## config.mk

```make
export PLATFORM = sky130hd
export DESIGN_NAME = drive_control_status_word
export DESIGN_NICKNAME = d
export VERILOG_FILES = /design/src/core/drive_control_status_word.v
export VERILOG_INCLUDE_DIRS = /design/src /design/src/include
export SDC_FILE = /design/constraint.sdc
export NUM_CORES = 1
export LEC_CHECK = 0
export BUFFER_PORTS_ARGS = -buffer_cell sky130_fd_sc_hd__buf_4
export CORE_MARGIN = 5
export CORE_UTILIZATION = 40
export DETAILED_ROUTE_END_ITERATION = 16
export HOLD_SLACK_MARGIN = 0.03
export PLACE_DENSITY = 0.81
export SLEW_MARGIN = 10
export SYNTH_ARGS = -nofsm -noshare
export SYNTH_HDL_FRONTEND = slang
export SYNTH_SLANG_ARGS = --single-unit
```

## constraint.sdc

```tcl
create_clock -name clk -period 1 [get_ports clk]
set_clock_uncertainty 0.1 [all_clocks]
set_input_delay 0.15 -clock clk [delete_from_list [all_inputs] [get_ports clk]]
set_output_delay 0.15 -clock clk [all_outputs]
set_load 0.005 [all_outputs]
```

## src/include/drive_word_regs.vh

```
// Purpose: bit positions for the drive command word and settings codes for the source selects
// Assumes: 16-bit words, bit 0 least significant
// Notes:   source select codes are shared by all combinable functions
`ifndef DRIVE_WORD_REGS_VH
`define DRIVE_WORD_REGS_VH

`define CMD_WIDTH        16
`define CMD_RESET_VAL    16'h0000
`define CMD_REF_LSB      0
`define CMD_REF_MSB      1
`define CMD_DC_BRAKE     2
`define CMD_COAST        3
`define CMD_QSTOP        4
`define CMD_HOLD         5
`define CMD_START        6
`define CMD_RESET        7
`define CMD_JOG          8
`define CMD_RAMP_SEL     9
`define CMD_VALID        10
`define CMD_RELAY1       11
`define CMD_RELAY2       12
`define CMD_SETUP_LSB    13
`define CMD_SETUP_MSB    14
`define CMD_REVERSE      15

// source select: 0 digital input, 1 bus, 2 logic and, 3 logic or
`define SRC_DIGITAL      2'h0
`define SRC_BUS          2'h1
`define SRC_AND          2'h2
`define SRC_OR           2'h3

`endif

```

## src/core/drive_control_status_word.v

```verilog
// Purpose: decode the bus command word into drive commands, build the condition word
// Assumes: bus write strobe and condition inputs are on clk; digital inputs are pins
// Notes:   motor control itself is outside; command levels, the trip reset pulse and the command and condition words leave this block
`timescale 1ns/1ps
`include "drive_word_regs.vh"

module drive_control_status_word
(
    input  wire        clk,
    input  wire        arst_n,
    // command word write port
    input  wire        cmd_write,
    input  wire [15:0] cmd_wdata,
    output reg  [15:0] drive_command_word,
    // digital input pins, asynchronous
    input  wire [1:0]  din_ref_sel,
    input  wire        din_coast_n,
    input  wire        din_start,
    input  wire [1:0]  din_setup_sel,
    input  wire        din_reverse,
    input  wire        din_freeze_stop,
    // settings
    input  wire [1:0]  ref_src,
    input  wire [1:0]  coast_src,
    input  wire [1:0]  start_src,
    input  wire [1:0]  setup_src,
    input  wire [1:0]  reverse_src,
    input  wire        relay1_from_bus,
    input  wire        relay2_from_bus,
    input  wire        multi_setup,
    // drive conditions
    input  wire        cond_ctrl_ready,
    input  wire        cond_drive_ready,
    input  wire        cond_trip,
    input  wire        cond_error,
    input  wire        cond_triplock,
    input  wire        cond_warning,
    input  wire        cond_at_ref,
    input  wire        cond_local,
    input  wire        cond_freq_limit,
    input  wire        cond_freq_nonzero,
    input  wire        cond_overtemp,
    input  wire        cond_voltage,
    input  wire        cond_torque,
    input  wire        cond_timer,
    input  wire        cond_link_lost,
    // commands out
    output reg  [1:0]  preset_sel,
    output reg         dc_brake_stop,
    output reg         coast,
    output reg         quick_stop,
    output reg         freeze_freq,
    output reg         ramp_stop,
    output reg         run_permit,
    output reg         trip_reset,
    output reg         jog,
    output reg         ramp2_sel,
    output reg         relay1,
    output reg         relay2,
    output reg  [1:0]  setup_sel,
    output reg         reverse,
    output reg  [15:0] drive_condition_word
);

    // two-flop synchroniser for pin inputs; only stage two is read
    // reset to zero: pin coast stands until the pins are sampled, the safe side
    reg  [7:0]  pin_s1;
    reg  [7:0]  pin_s2;

    always @(posedge clk or negedge arst_n)
    begin
        if (!arst_n)
        begin
            pin_s1 <= 8'h00;
            pin_s2 <= 8'h00;
        end
        else
        begin
            pin_s1 <= {din_freeze_stop, din_reverse, din_setup_sel, din_start,
                       din_coast_n, din_ref_sel};
            pin_s2 <= pin_s1;
        end
    end

    wire [1:0]  s_ref    = pin_s2[1:0];
    wire        s_coastn = pin_s2[2];
    wire        s_start  = pin_s2[3];
    wire [1:0]  s_setup  = pin_s2[5:4];
    wire        s_rev    = pin_s2[6];
    wire        s_fstop  = pin_s2[7];

    // combine bus and pin per source setting
    // an unknown code falls back to the pin, like the default source
    function [1:0] merge;
        input [1:0] src;
        input [1:0] bus;
        input [1:0] pin;
        begin
            case (src)
                `SRC_DIGITAL: merge = pin;
                `SRC_BUS:     merge = bus;
                `SRC_AND:     merge = bus & pin;
                `SRC_OR:      merge = bus | pin;
                default:      merge = pin;
            endcase
        end
    endfunction

    // only valid words reach the hold register
    // a word with bit 10 clear is dropped whole, so no field leaks through
    always @(posedge clk or negedge arst_n)
    begin
        if (!arst_n)
            drive_command_word <= `CMD_RESET_VAL;
        else if (cmd_write && cmd_wdata[`CMD_VALID])
            drive_command_word <= cmd_wdata;
    end

    wire [15:0] w = drive_command_word;
    // reset value has bit 10 clear, so no command gated by v acts before the first word
    wire        v = w[`CMD_VALID];

    wire [1:0]  ref_m   = merge(ref_src, w[`CMD_REF_MSB:`CMD_REF_LSB], s_ref);
    wire [1:0]  coast_m = merge(coast_src, {1'b0, w[`CMD_COAST]}, {1'b0, s_coastn});
    wire [1:0]  start_m = merge(start_src, {1'b0, w[`CMD_START]}, {1'b0, s_start});
    wire [1:0]  setup_m = merge(setup_src, w[`CMD_SETUP_MSB:`CMD_SETUP_LSB], s_setup);
    wire [1:0]  rev_m   = merge(reverse_src, {1'b0, w[`CMD_REVERSE]}, {1'b0, s_rev});

    // freeze request from a valid word
    wire        frozen     = v & ~w[`CMD_HOLD];
    // dc brake request from a valid word
    wire        brake_req  = v & ~w[`CMD_DC_BRAKE];
    // pin stop only counts while frozen
    wire        pin_stop   = frozen & s_fstop;

    // previous reset bit, a steady level gives no pulse
    reg         cmd_prev_reset;
    wire        reset_edge = v & w[`CMD_RESET] & ~cmd_prev_reset;

    always @(posedge clk or negedge arst_n)
    begin
        if (!arst_n)
        begin
            cmd_prev_reset <= 1'b0;
            trip_reset     <= 1'b0;
        end
        else
        begin
            cmd_prev_reset <= w[`CMD_RESET];
            // one-cycle pulse on the leading edge
            trip_reset     <= reset_edge;
        end
    end

    // stop levels: a low bus bit means stop, so reset leaves coast and ramp stop on
    // settings are taken as steady levels on clk, not synchronised
    always @(posedge clk or negedge arst_n)
    begin
        if (!arst_n)
        begin
            preset_sel    <= 2'h0;
            dc_brake_stop <= 1'b0;
            coast         <= 1'b1;
            quick_stop    <= 1'b0;
            freeze_freq   <= 1'b0;
            ramp_stop     <= 1'b1;
            run_permit    <= 1'b0;
            jog           <= 1'b0;
            ramp2_sel     <= 1'b0;
        end
        else
        begin
            preset_sel    <= ref_m;

            dc_brake_stop <= brake_req;

            coast         <= ~coast_m[0];

            quick_stop    <= v & ~w[`CMD_QSTOP] & ~frozen;

            freeze_freq   <= frozen;

            // ramp stop on low start bit, not while frozen
            ramp_stop     <= ~start_m[0] & ~frozen;

            run_permit    <= start_m[0] & coast_m[0] & ~brake_req & ~pin_stop;

            jog           <= v & w[`CMD_JOG];

            ramp2_sel     <= v & w[`CMD_RAMP_SEL];
        end
    end

    // relays, set-up and direction
    always @(posedge clk or negedge arst_n)
    begin
        if (!arst_n)
        begin
            relay1    <= 1'b0;
            relay2    <= 1'b0;
            setup_sel <= 2'h0;
            reverse   <= 1'b0;
        end
        else
        begin
            // relays gated by function setting
            // a relay not given to the bus stays off whatever its bit says
            relay1    <= v & w[`CMD_RELAY1] & relay1_from_bus;
            relay2    <= v & w[`CMD_RELAY2] & relay2_from_bus;

            // single set-up keeps the last choice
            if (multi_setup)
                setup_sel <= setup_m;
            // pin source ignores bus bit 15
            reverse   <= (reverse_src == `SRC_DIGITAL) ? s_rev : rev_m[0];
        end
    end

    // status bits are built here and registered below
    reg  [15:0] next_condition_word;

    always @*
    begin
        // bit 5 stays zero from this default
        next_condition_word     = 16'h0000;
        // ready, drive ready under coast, enable
        next_condition_word[0]  = cond_ctrl_ready & ~cond_trip;
        next_condition_word[1]  = cond_drive_ready & coast;
        next_condition_word[2]  = ~coast;

        // trip, error without trip, trip lock
        next_condition_word[3]  = cond_trip;
        next_condition_word[4]  = cond_error & ~cond_trip;
        next_condition_word[6]  = cond_triplock;

        next_condition_word[7]  = cond_warning;

        next_condition_word[8]  = cond_at_ref;

        next_condition_word[9]  = ~cond_local;
        next_condition_word[10] = ~cond_freq_limit;

        // start signal or output frequency
        // the registered run permit makes this trail a start by one edge
        next_condition_word[11] = run_permit | cond_freq_nonzero;

        next_condition_word[12] = cond_overtemp;
        next_condition_word[13] = cond_voltage;
        next_condition_word[14] = cond_torque;
        next_condition_word[15] = cond_timer;

        // link loss clears every bit, over any condition
        if (cond_link_lost)
            next_condition_word = 16'h0000;
    end

    always @(posedge clk or negedge arst_n)
    begin
        if (!arst_n)
            drive_condition_word <= 16'h0000;
        else
            drive_condition_word <= next_condition_word;
    end

endmodule // drive_control_status_word

```

==> Word-level counts from Yosys, hierarchy flattened <==
Index checks and enable logic that the tools add are counted.
{ "word_totals": {"reg_bits": 65, "in_bits": 55, "output_inout_bits": 48, "word_cells": 91} }
{ "classes": {"eq_ne": 15, "muxes": 7, "bitwise_logic": 44, "n_reduce_logical": 6} }
{ "ops": {"columns": ["cell", "count"], "rows": [
  ["bitwise AND 1 bit", 23],
  ["== test 2 bit, second input constant", 10],
  ["two-way mux 16 bit", 1],
  ["case mux 2 bit (4 select lines)", 2],
  ["NOT 1 bit", 13],
  ["== test 2 x 1 -> 1 bit, second input constant", 5],
  ["zero test 2 bit", 5],
  ["case mux 1 bit (4 select lines)", 2],
  ["bitwise AND 2 bit", 2],
  ["bitwise OR 1 bit", 4],
  ["bitwise OR 2 bit", 2],
  ["case mux 1 bit (3 select lines)", 1],
  ["logical AND 1 bit", 1],
  ["two-way mux 1 bit", 1]
]} }

==> Logic depth before layout (Yosys ltp) <==
Gate-level depths: netlist of run 1.
{ "logic_depth": {"depth_word": 5, "mapped_depth": 3} }

==> Worst setup path after synthesis of run 1 <==
Ideal clock, no wire load.
{ "synth_path": {"kind": "flip-flop to flip-flop", "from": "reg drive_command_word[10]", "to": "reg run_permit", "setup_time_ns": 0.111, "t_arrival_ns": 0.905, "path_slack_ns": -0.116, "path_stages_with_launch": 3, "cell_sequence": "dfrtp_1 > nor2b_2 > a2111oi_2"} }
{ "synth_between": {"elab_chain_len": 4, "elab_cells_between_ends": 7, "cone_classes": "bitwise: 7"} }
{ "synth_rtl": {"columns": ["element", "line_no", "text"], "rows": [
  ["start, declared", "drive_control_status_word.v:14", "output reg [15:0] drive_command_word,"],
  ["start signal, assigned", "drive_control_status_word.v:114", "drive_command_word <= `CMD_RESET_VAL;"],
  ["start signal, assigned", "drive_control_status_word.v:116", "drive_command_word <= cmd_wdata;"],
  ["bitwise AND 1 bit", "drive_control_status_word.v:132", "wire brake_req = v & ~w[`CMD_DC_BRAKE];"],
  ["named net brake_req", "drive_control_status_word.v:132", null],
  ["NOT 1 bit", "drive_control_status_word.v:186", "run_permit <= start_m[0] & coast_m[0] & ~brake_req & ~pin_stop;"],
  ["bitwise AND 1 bit (2 in series)", "drive_control_status_word.v:186", null],
  ["end signal, assigned", "drive_control_status_word.v:186", null],
  ["end, declared", "drive_control_status_word.v:54", "output reg run_permit,"]
]} }
The timed path passes the listed nets, and every way through them passes these cells.
A chain may end at the register's enable or synchronous reset.

==> Final worst setup path of run 1 <==
{ "layout_path": {"from": "reg drive_command_word[14]", "to": "out drive_command_word[14]"} }
No word-level cell between the ends.

==> results of run 1 <==
-- cells by family (layout without fill, tap and decap cells) --
kind of cell,Yosys count,in the layout,synth area share
AOI/OAI and AO/OA,20,20,0.0547
xor gates and xnor gates,2,2,0.00797
buffers and inverters,6,199,0.0159
DFF,64,64,0.730
muxes,15,15,0.0923
other,1,1,0.00171
and+or+nand+nor,37,37,0.0974
-- final cells by class --
class                      instances  share of cell area
sequential                        64               0.372
inverter                           3             0.00261
clock buffer                      13              0.0368
tap                               72              0.0209
multi-input combinational         75               0.156
timing repair buffer             180               0.402
clock inverter                     3             0.00927
-- stage by stage --
stage	hold WS (ps)	area (sq um)	std cells	setup WS (ps)	util
2_1_floorplan	-246	2200	145	-76.4	-
3_3_place_gp	-45.3	3130	323	-64.1	0.578
3_5_place_dp	-48.9	3130	323	-86.3	0.578
4_1_cts	-1.42	4130	401	-231	0.763
5_1_grt	0.0416	4320	410	-257	0.799
6_report	-1.25	4320	410	-223	0.799
-- layout by cell type, fill, tap and decap left out, types with 2 or more instances in the layout --
master | synthesis | routed
a21o_1 | 2 | 2
a21oi_1 | 7 | 3
a21oi_2 | 0 | 4
and2_4 | 0 | 2
and3_4 | 0 | 2
buf_12 | 0 | 3
buf_4 | 1 | 70
buf_6 | 1 | 59
clkbuf_1 | 0 | 2
clkbuf_8 | 0 | 11
clkinv_2 | 0 | 2
dfrtp_1 | 62 | 59
dfrtp_2 | 0 | 3
dfstp_2 | 2 | 2
dlygate4sd3_1 | 0 | 47
inv_1 | 3 | 3
mux2_2 | 6 | 3
mux2_4 | 9 | 12
nand2_1 | 5 | 3
nand2_2 | 1 | 2
nand2b_4 | 0 | 3
nor2_1 | 10 | 8
nor2b_1 | 9 | 9
nor2b_4 | 1 | 2
o21ai_1 | 1 | 3
o21ai_2 | 0 | 5
o31ai_1 | 2 | 2
xnor2_1 | 2 | 2
-- what timing repair did --
action,in CTS,in global routing
hold buffers,46,1
endpoints found under the hold margin,110,2
endpoints found under the setup margin,51,72
buffers inserted,16,8
pin swaps,3,1
resized for setup,58,39
-- metal layers --
layer	global-route usage	vias to the layer above	wire length [microns]
met4	0.0746	0	94
met5	0	-	0
li1	-	859	-
met2	0.330	66	3730
met1	0.190	863	2220
met3	0.0642	9	380
-- power by group --
part / total, mW / switching [mW] / internal, mW
registers: 3.03 / 0.181 / 2.85
clock network: 2.20 / 0.922 / 1.28
logic: 1.61 / 0.504 / 1.11
-- worst register-to-register path: cells and delay by family (launching register included) --
| family | cells | cell delay (ps) |
|---|---|---|
| DFF | 1 | 410 |
| AOI/OAI and AO/OA | 1 | 320 |
| buffers and inverters | 1 | 130 |
| and+or+nand+nor | 1 | 130 |
-- sequential cells by signal, indices dropped and copies added, names as in the netlist, 2 cells and up --
signal and flops:
drive_command_word 16, pin_s2 8, preset_sel 2, setup_sel 2, drive_condition_word 15, pin_s1 8
-- worst min path at each step --
stage                 startpoint             end  slack [ps]  cells after the start
floorplan                 arst_n  cmd_prev_reset        -250                      0
global placement          arst_n       pin_s1[2]         -50                      1
detailed placement        arst_n       pin_s1[7]         -50                      1
CTS                 coast_src[0]           coast          -1                      3
global route        coast_src[0]           coast        0.04                      3
finish              coast_src[0]           coast          -1                      3
==> metrics.txt, run 1 <==
routability cong. 0.708; DRC 0; top cells by count, synth dfrtp_1 (62), nor2_1 (10), mux2_4 (9), nor2b_1 (9); HPWL Detailed 3.65 mm; WP depth 2; WHS -1.25 ps; share of cells above drive strength 1 0.568; clk buf depth 2; period utilisation layout 1.22; 1st-iter DRT viols 24; cell area after synthesis 2200 sq um; FF+latch area 1610 sq um; maximum clock rate slightly above 800 MHz; Synthesis Warnings 0; Final setup viols 66; Area contributors post-synth dfrtp_1 (71%), mux2_4 (6.2%), mux2_2 (3.1%), nor2b_1 (2.6%), dfstp_2 (2.4%); I/O Pins a little over 100; Setup WS post-layout -223 ps; post-synth top area share 0.706; Core ar. 5410 sq um; CP delay by family, top flip-flops; Total Routing Usage GR 0.182; area occupied by multi-input gates 676 sq um; Critical Path Sink drive_command_word[14]; slowest cell delay on critical path 410 ps; Critical Path Slowest Stage Cell dfrtp_1; pwr dens 1590 nW/um^2; most used cell, CP buf_6; CP Data Arrival Time 970 ps; Fin. Hold Viols 1; worst-skew pair later-pin latency approximately 330 ps; CTS tree yes; ys async rst share 1.00; first-pass GRT wire length 9.76 mm; TritonCTS Sinks 64; Max Cap Viol 0; Post-Syn Instances approximately 150; leakage power 2.12 nW; # fillers 309; number of global-route vias before repair 1997; Crit Path Category reg2out; Area Overhead vs Synth 96.6%; CTS clk-pin slew, worst paths 70 ps; die area 7080 sq um; CP endpoint kind output pin; worst r2r dst run_permit; Nets 388; Yosys top cell by area dfrtp_1; initial antenna violation count 0; setup_tns -6220 ps; synthesized area per cell roughly 15 sq um; Initial Util 0.406; WL/cell between 15 and 20 microns; reg2reg start drive_command_word[10]; startpoint types register; Worst Reg2Reg Path Length in Cells 3; WL final 6.43 mm; VDD IR-drop max 0.00117 V; distinct cell type count after synthesis 27; largest net degree at the start of global routing 24; critical path launch point drive_command_word[14]; H-tree Lvls 3; die width 84.1 microns; antenna-violating nets left 0; Rows 27; chip height around 84 microns; Num CTS Buffers 9; Tightest Hold Check Type in2reg; status complete, but fails checks; IO Port Bufs about 100; CP Buf/Inv Count 2; Yosys reg bits 64; RSZ-0062 raised after global routing yes; Mapped Nets 200; antenna fix cells 0; sequential area share after synthesis 0.730; Top FF cell, synth dfrtp_1; Root Driver clkbuf_8; crit-path cells buf_6 -> buf_6; Max Slew Vio Count 0; grt ovf 0; Tot Pwr 6.85 mW; Period minus WS final 1220 ps; Via density around 4.4; R2R Setup Slk -190 ps; violated checks hold timing, setup timing; via count ~1800; critical path peak fanout 2; most frequent cell after synthesis dfrtp_1; WP data required between 700 and 800 ps; number of flops mapped to enable cells by yosys 0; router iterations before antenna repair 4
Power figures use the tool's default switching activity.
==> run 2: changes to the inputs <==
==> constraint.sdc (replaced) <==
create_clock -name clk -period 1 [get_ports clk]
set_clock_uncertainty 0.1 [all_clocks]
set_input_delay 0.15 -clock clk [delete_from_list [all_inputs] [get_ports clk]]
set_output_delay 0.15 -clock clk [all_outputs]
set_load 0.01 [all_outputs]
==> metrics.txt, run 2 (same netlist as run 1, synthesis figures left out) <==
I/O Pins 103 (unchanged); TritonCTS Sinks 64 (unchanged); DR WL met2 3.58 mm (-4.1%); max FFs per register 16 (unchanged); M1 wire length 2.21 mm (about the same); die width 84.1 microns (unchanged); CP endpoint kind output pin; slowest cell delay on critical path 550 ps (+140 ps); status complete, but fails checks; WL final 6.35 mm (-1.1%); H-tree Lvls 3 (unchanged); worst slack, placed -79.1 ps (+7.24 ps); Post-DP Area 3130 sq um (unchanged); Nets 384 (-1.0%); grt ovf 0 (unchanged); Fin. Hold Viols 0 (-1); IO Port Bufs 101 (unchanged); period utilisation layout 1.23 (+0.00708); WHS 39.8 ps (+41.0 ps); Period minus WS final 1230 ps (+7.08 ps); WP data required 750 ps (about the same); largest net degree at the start of global routing 35 (+46%); Rows 27 (unchanged); commonest non-fill, non-tap cell in the layout buf_6; Total Routing Usage GR 0.181 (-0.00129); Final setup viols 62 (-6.1%); routability cong. 0.755 (+6.7%); RSZ-0062 raised after global routing yes; antenna fix cells 0 (unchanged); Crit Path Category reg2out; Root Driver clkbuf_8; CP Data Arrival Time 980 ps (about the same); first-pass GRT wire length 9.85 mm (+0.92%); Critical Path Slowest Stage Cell dfstp_2; DRC 0 (unchanged); antenna-violating nets left 0 (unchanged); Max Cap Viol 0 (unchanged); Initial Util 0.406 (unchanged); Via density 4.50 (+2.7%); startpoint types register; Max Slew Vio Count 0 (unchanged); Area Overhead vs Synth 95.0%; leakage power 2.11 nW (-0.41%); final instance area 4280 sq um (-0.81%); chip height 84.1 microns (unchanged); share of cells above drive strength 1 0.536 (-0.0321); Core ar. 5410 sq um (unchanged); die area 7080 sq um (unchanged); Util after Layout 0.793 (-0.00648); setup_tns -5400 ps (+827 ps); placed insts 323 (unchanged); maximum clock rate 813 MHz (-0.58%); VDD IR-drop max 0.00115 V (-1.2%); 1st-iter DRT viols 35 (+46%); Tightest Hold Check Type in2reg; clk buf depth 2 (unchanged); WL/cell 15.7 microns (-0.13%); number of global-route vias before repair 2017 (+1.0%); router iterations before antenna repair 4 (unchanged); Layout Cells excl Fill 406 (-0.98%); violated checks setup timing; top flop regs drive_command_word: 16 flops, drive_condition_word: 15 flops; pwr dens 1620 nW/um^2 (+2.3%); max layer used met4; Biggest register drive_command_word; CP Buf/Inv Count 1 (-1); most frequent cells in the layout buf_6 (64), buf_4 (62), dfrtp_1 (61), dlygate4sd3_1 (46), mux2_4 (12); via count 1828 (+1.7%); critical path peak fanout 2 (unchanged); CTS clk-pin slew, worst paths 70 ps (about the same); Num CTS Buffers 9 (unchanged); crit-path cells buf_6; CP delay by family, top flip-flops; DR WL met3 346 microns (-8.9%); initial antenna violation count 0 (unchanged); HPWL Detailed 3.53 mm (-3.2%); Tot Pwr 6.95 mW (+1.4%); worst-skew pair later-pin latency 320 ps (about the same); CTS tree yes; Setup WS post-layout -230 ps (-7.08 ps)
## run 2: changes by cell type in the layout (fill, tap and decap cells not counted), sizes merged
cell	previous run	this run
dlygate4sd3	47	46
buf	133	130
## run 2: worst min-delay path: cells and delay by family
family | cells | cell delay (ps)
buffers and inverters | 1 | 90
AO/OA/AOI/OAI | 2 | 180
## run 2: timing repair
| item | CTS | global route |
|---|---|---|
| endpoints found under the setup margin | 51 | 73 |
| hold buffers | 46 | 0 |
| gates resized for setup | 67 | 26 |
| endpoints found under the hold margin | 109 | 0 |
| pin swaps | 5 | 3 |
| buffers inserted | 17 | 5 |
## run 2: routing by layer
metal / global-route usage / vias to the layer above
met5: 0 / -
met4: 0.0892 / 0
met3: 0.0523 / 18
met2: 0.332 / 72
met1: 0.185 / 894
li1: - / 844
## run 2: area by class of cell
class,count,area [sq um]
timing repair buffer,176,1720
sequential,64,1610
fill,305,1120
multi-input combinational,75,657
clock buffer,13,159
tap,72,90.1
clock inverter,3,40.0
inverter,3,11.3
## run 2: where the power goes
group	internal (mW)	switching [mW]
clock	1.28	0.938
sequential	2.85	0.171
combinational	1.12	0.586
## run 2: path summary, 6_finish.rpt
kind | from | endpoint | slack [ps] | cells after the start
min | reverse_src[1] | reverse | 40 | 3
min in group asynchronous | arst_n | setup_sel[1] | 110 | 2
max in group asynchronous | arst_n | drive_command_word[10] | 240 | 3
min reg2reg | pin_s1[0] | pin_s2[0] | 250 | 0
max | coast | coast | -230 | 1
max reg2reg | drive_command_word[3] | drive_command_word[3] | -210 | 4
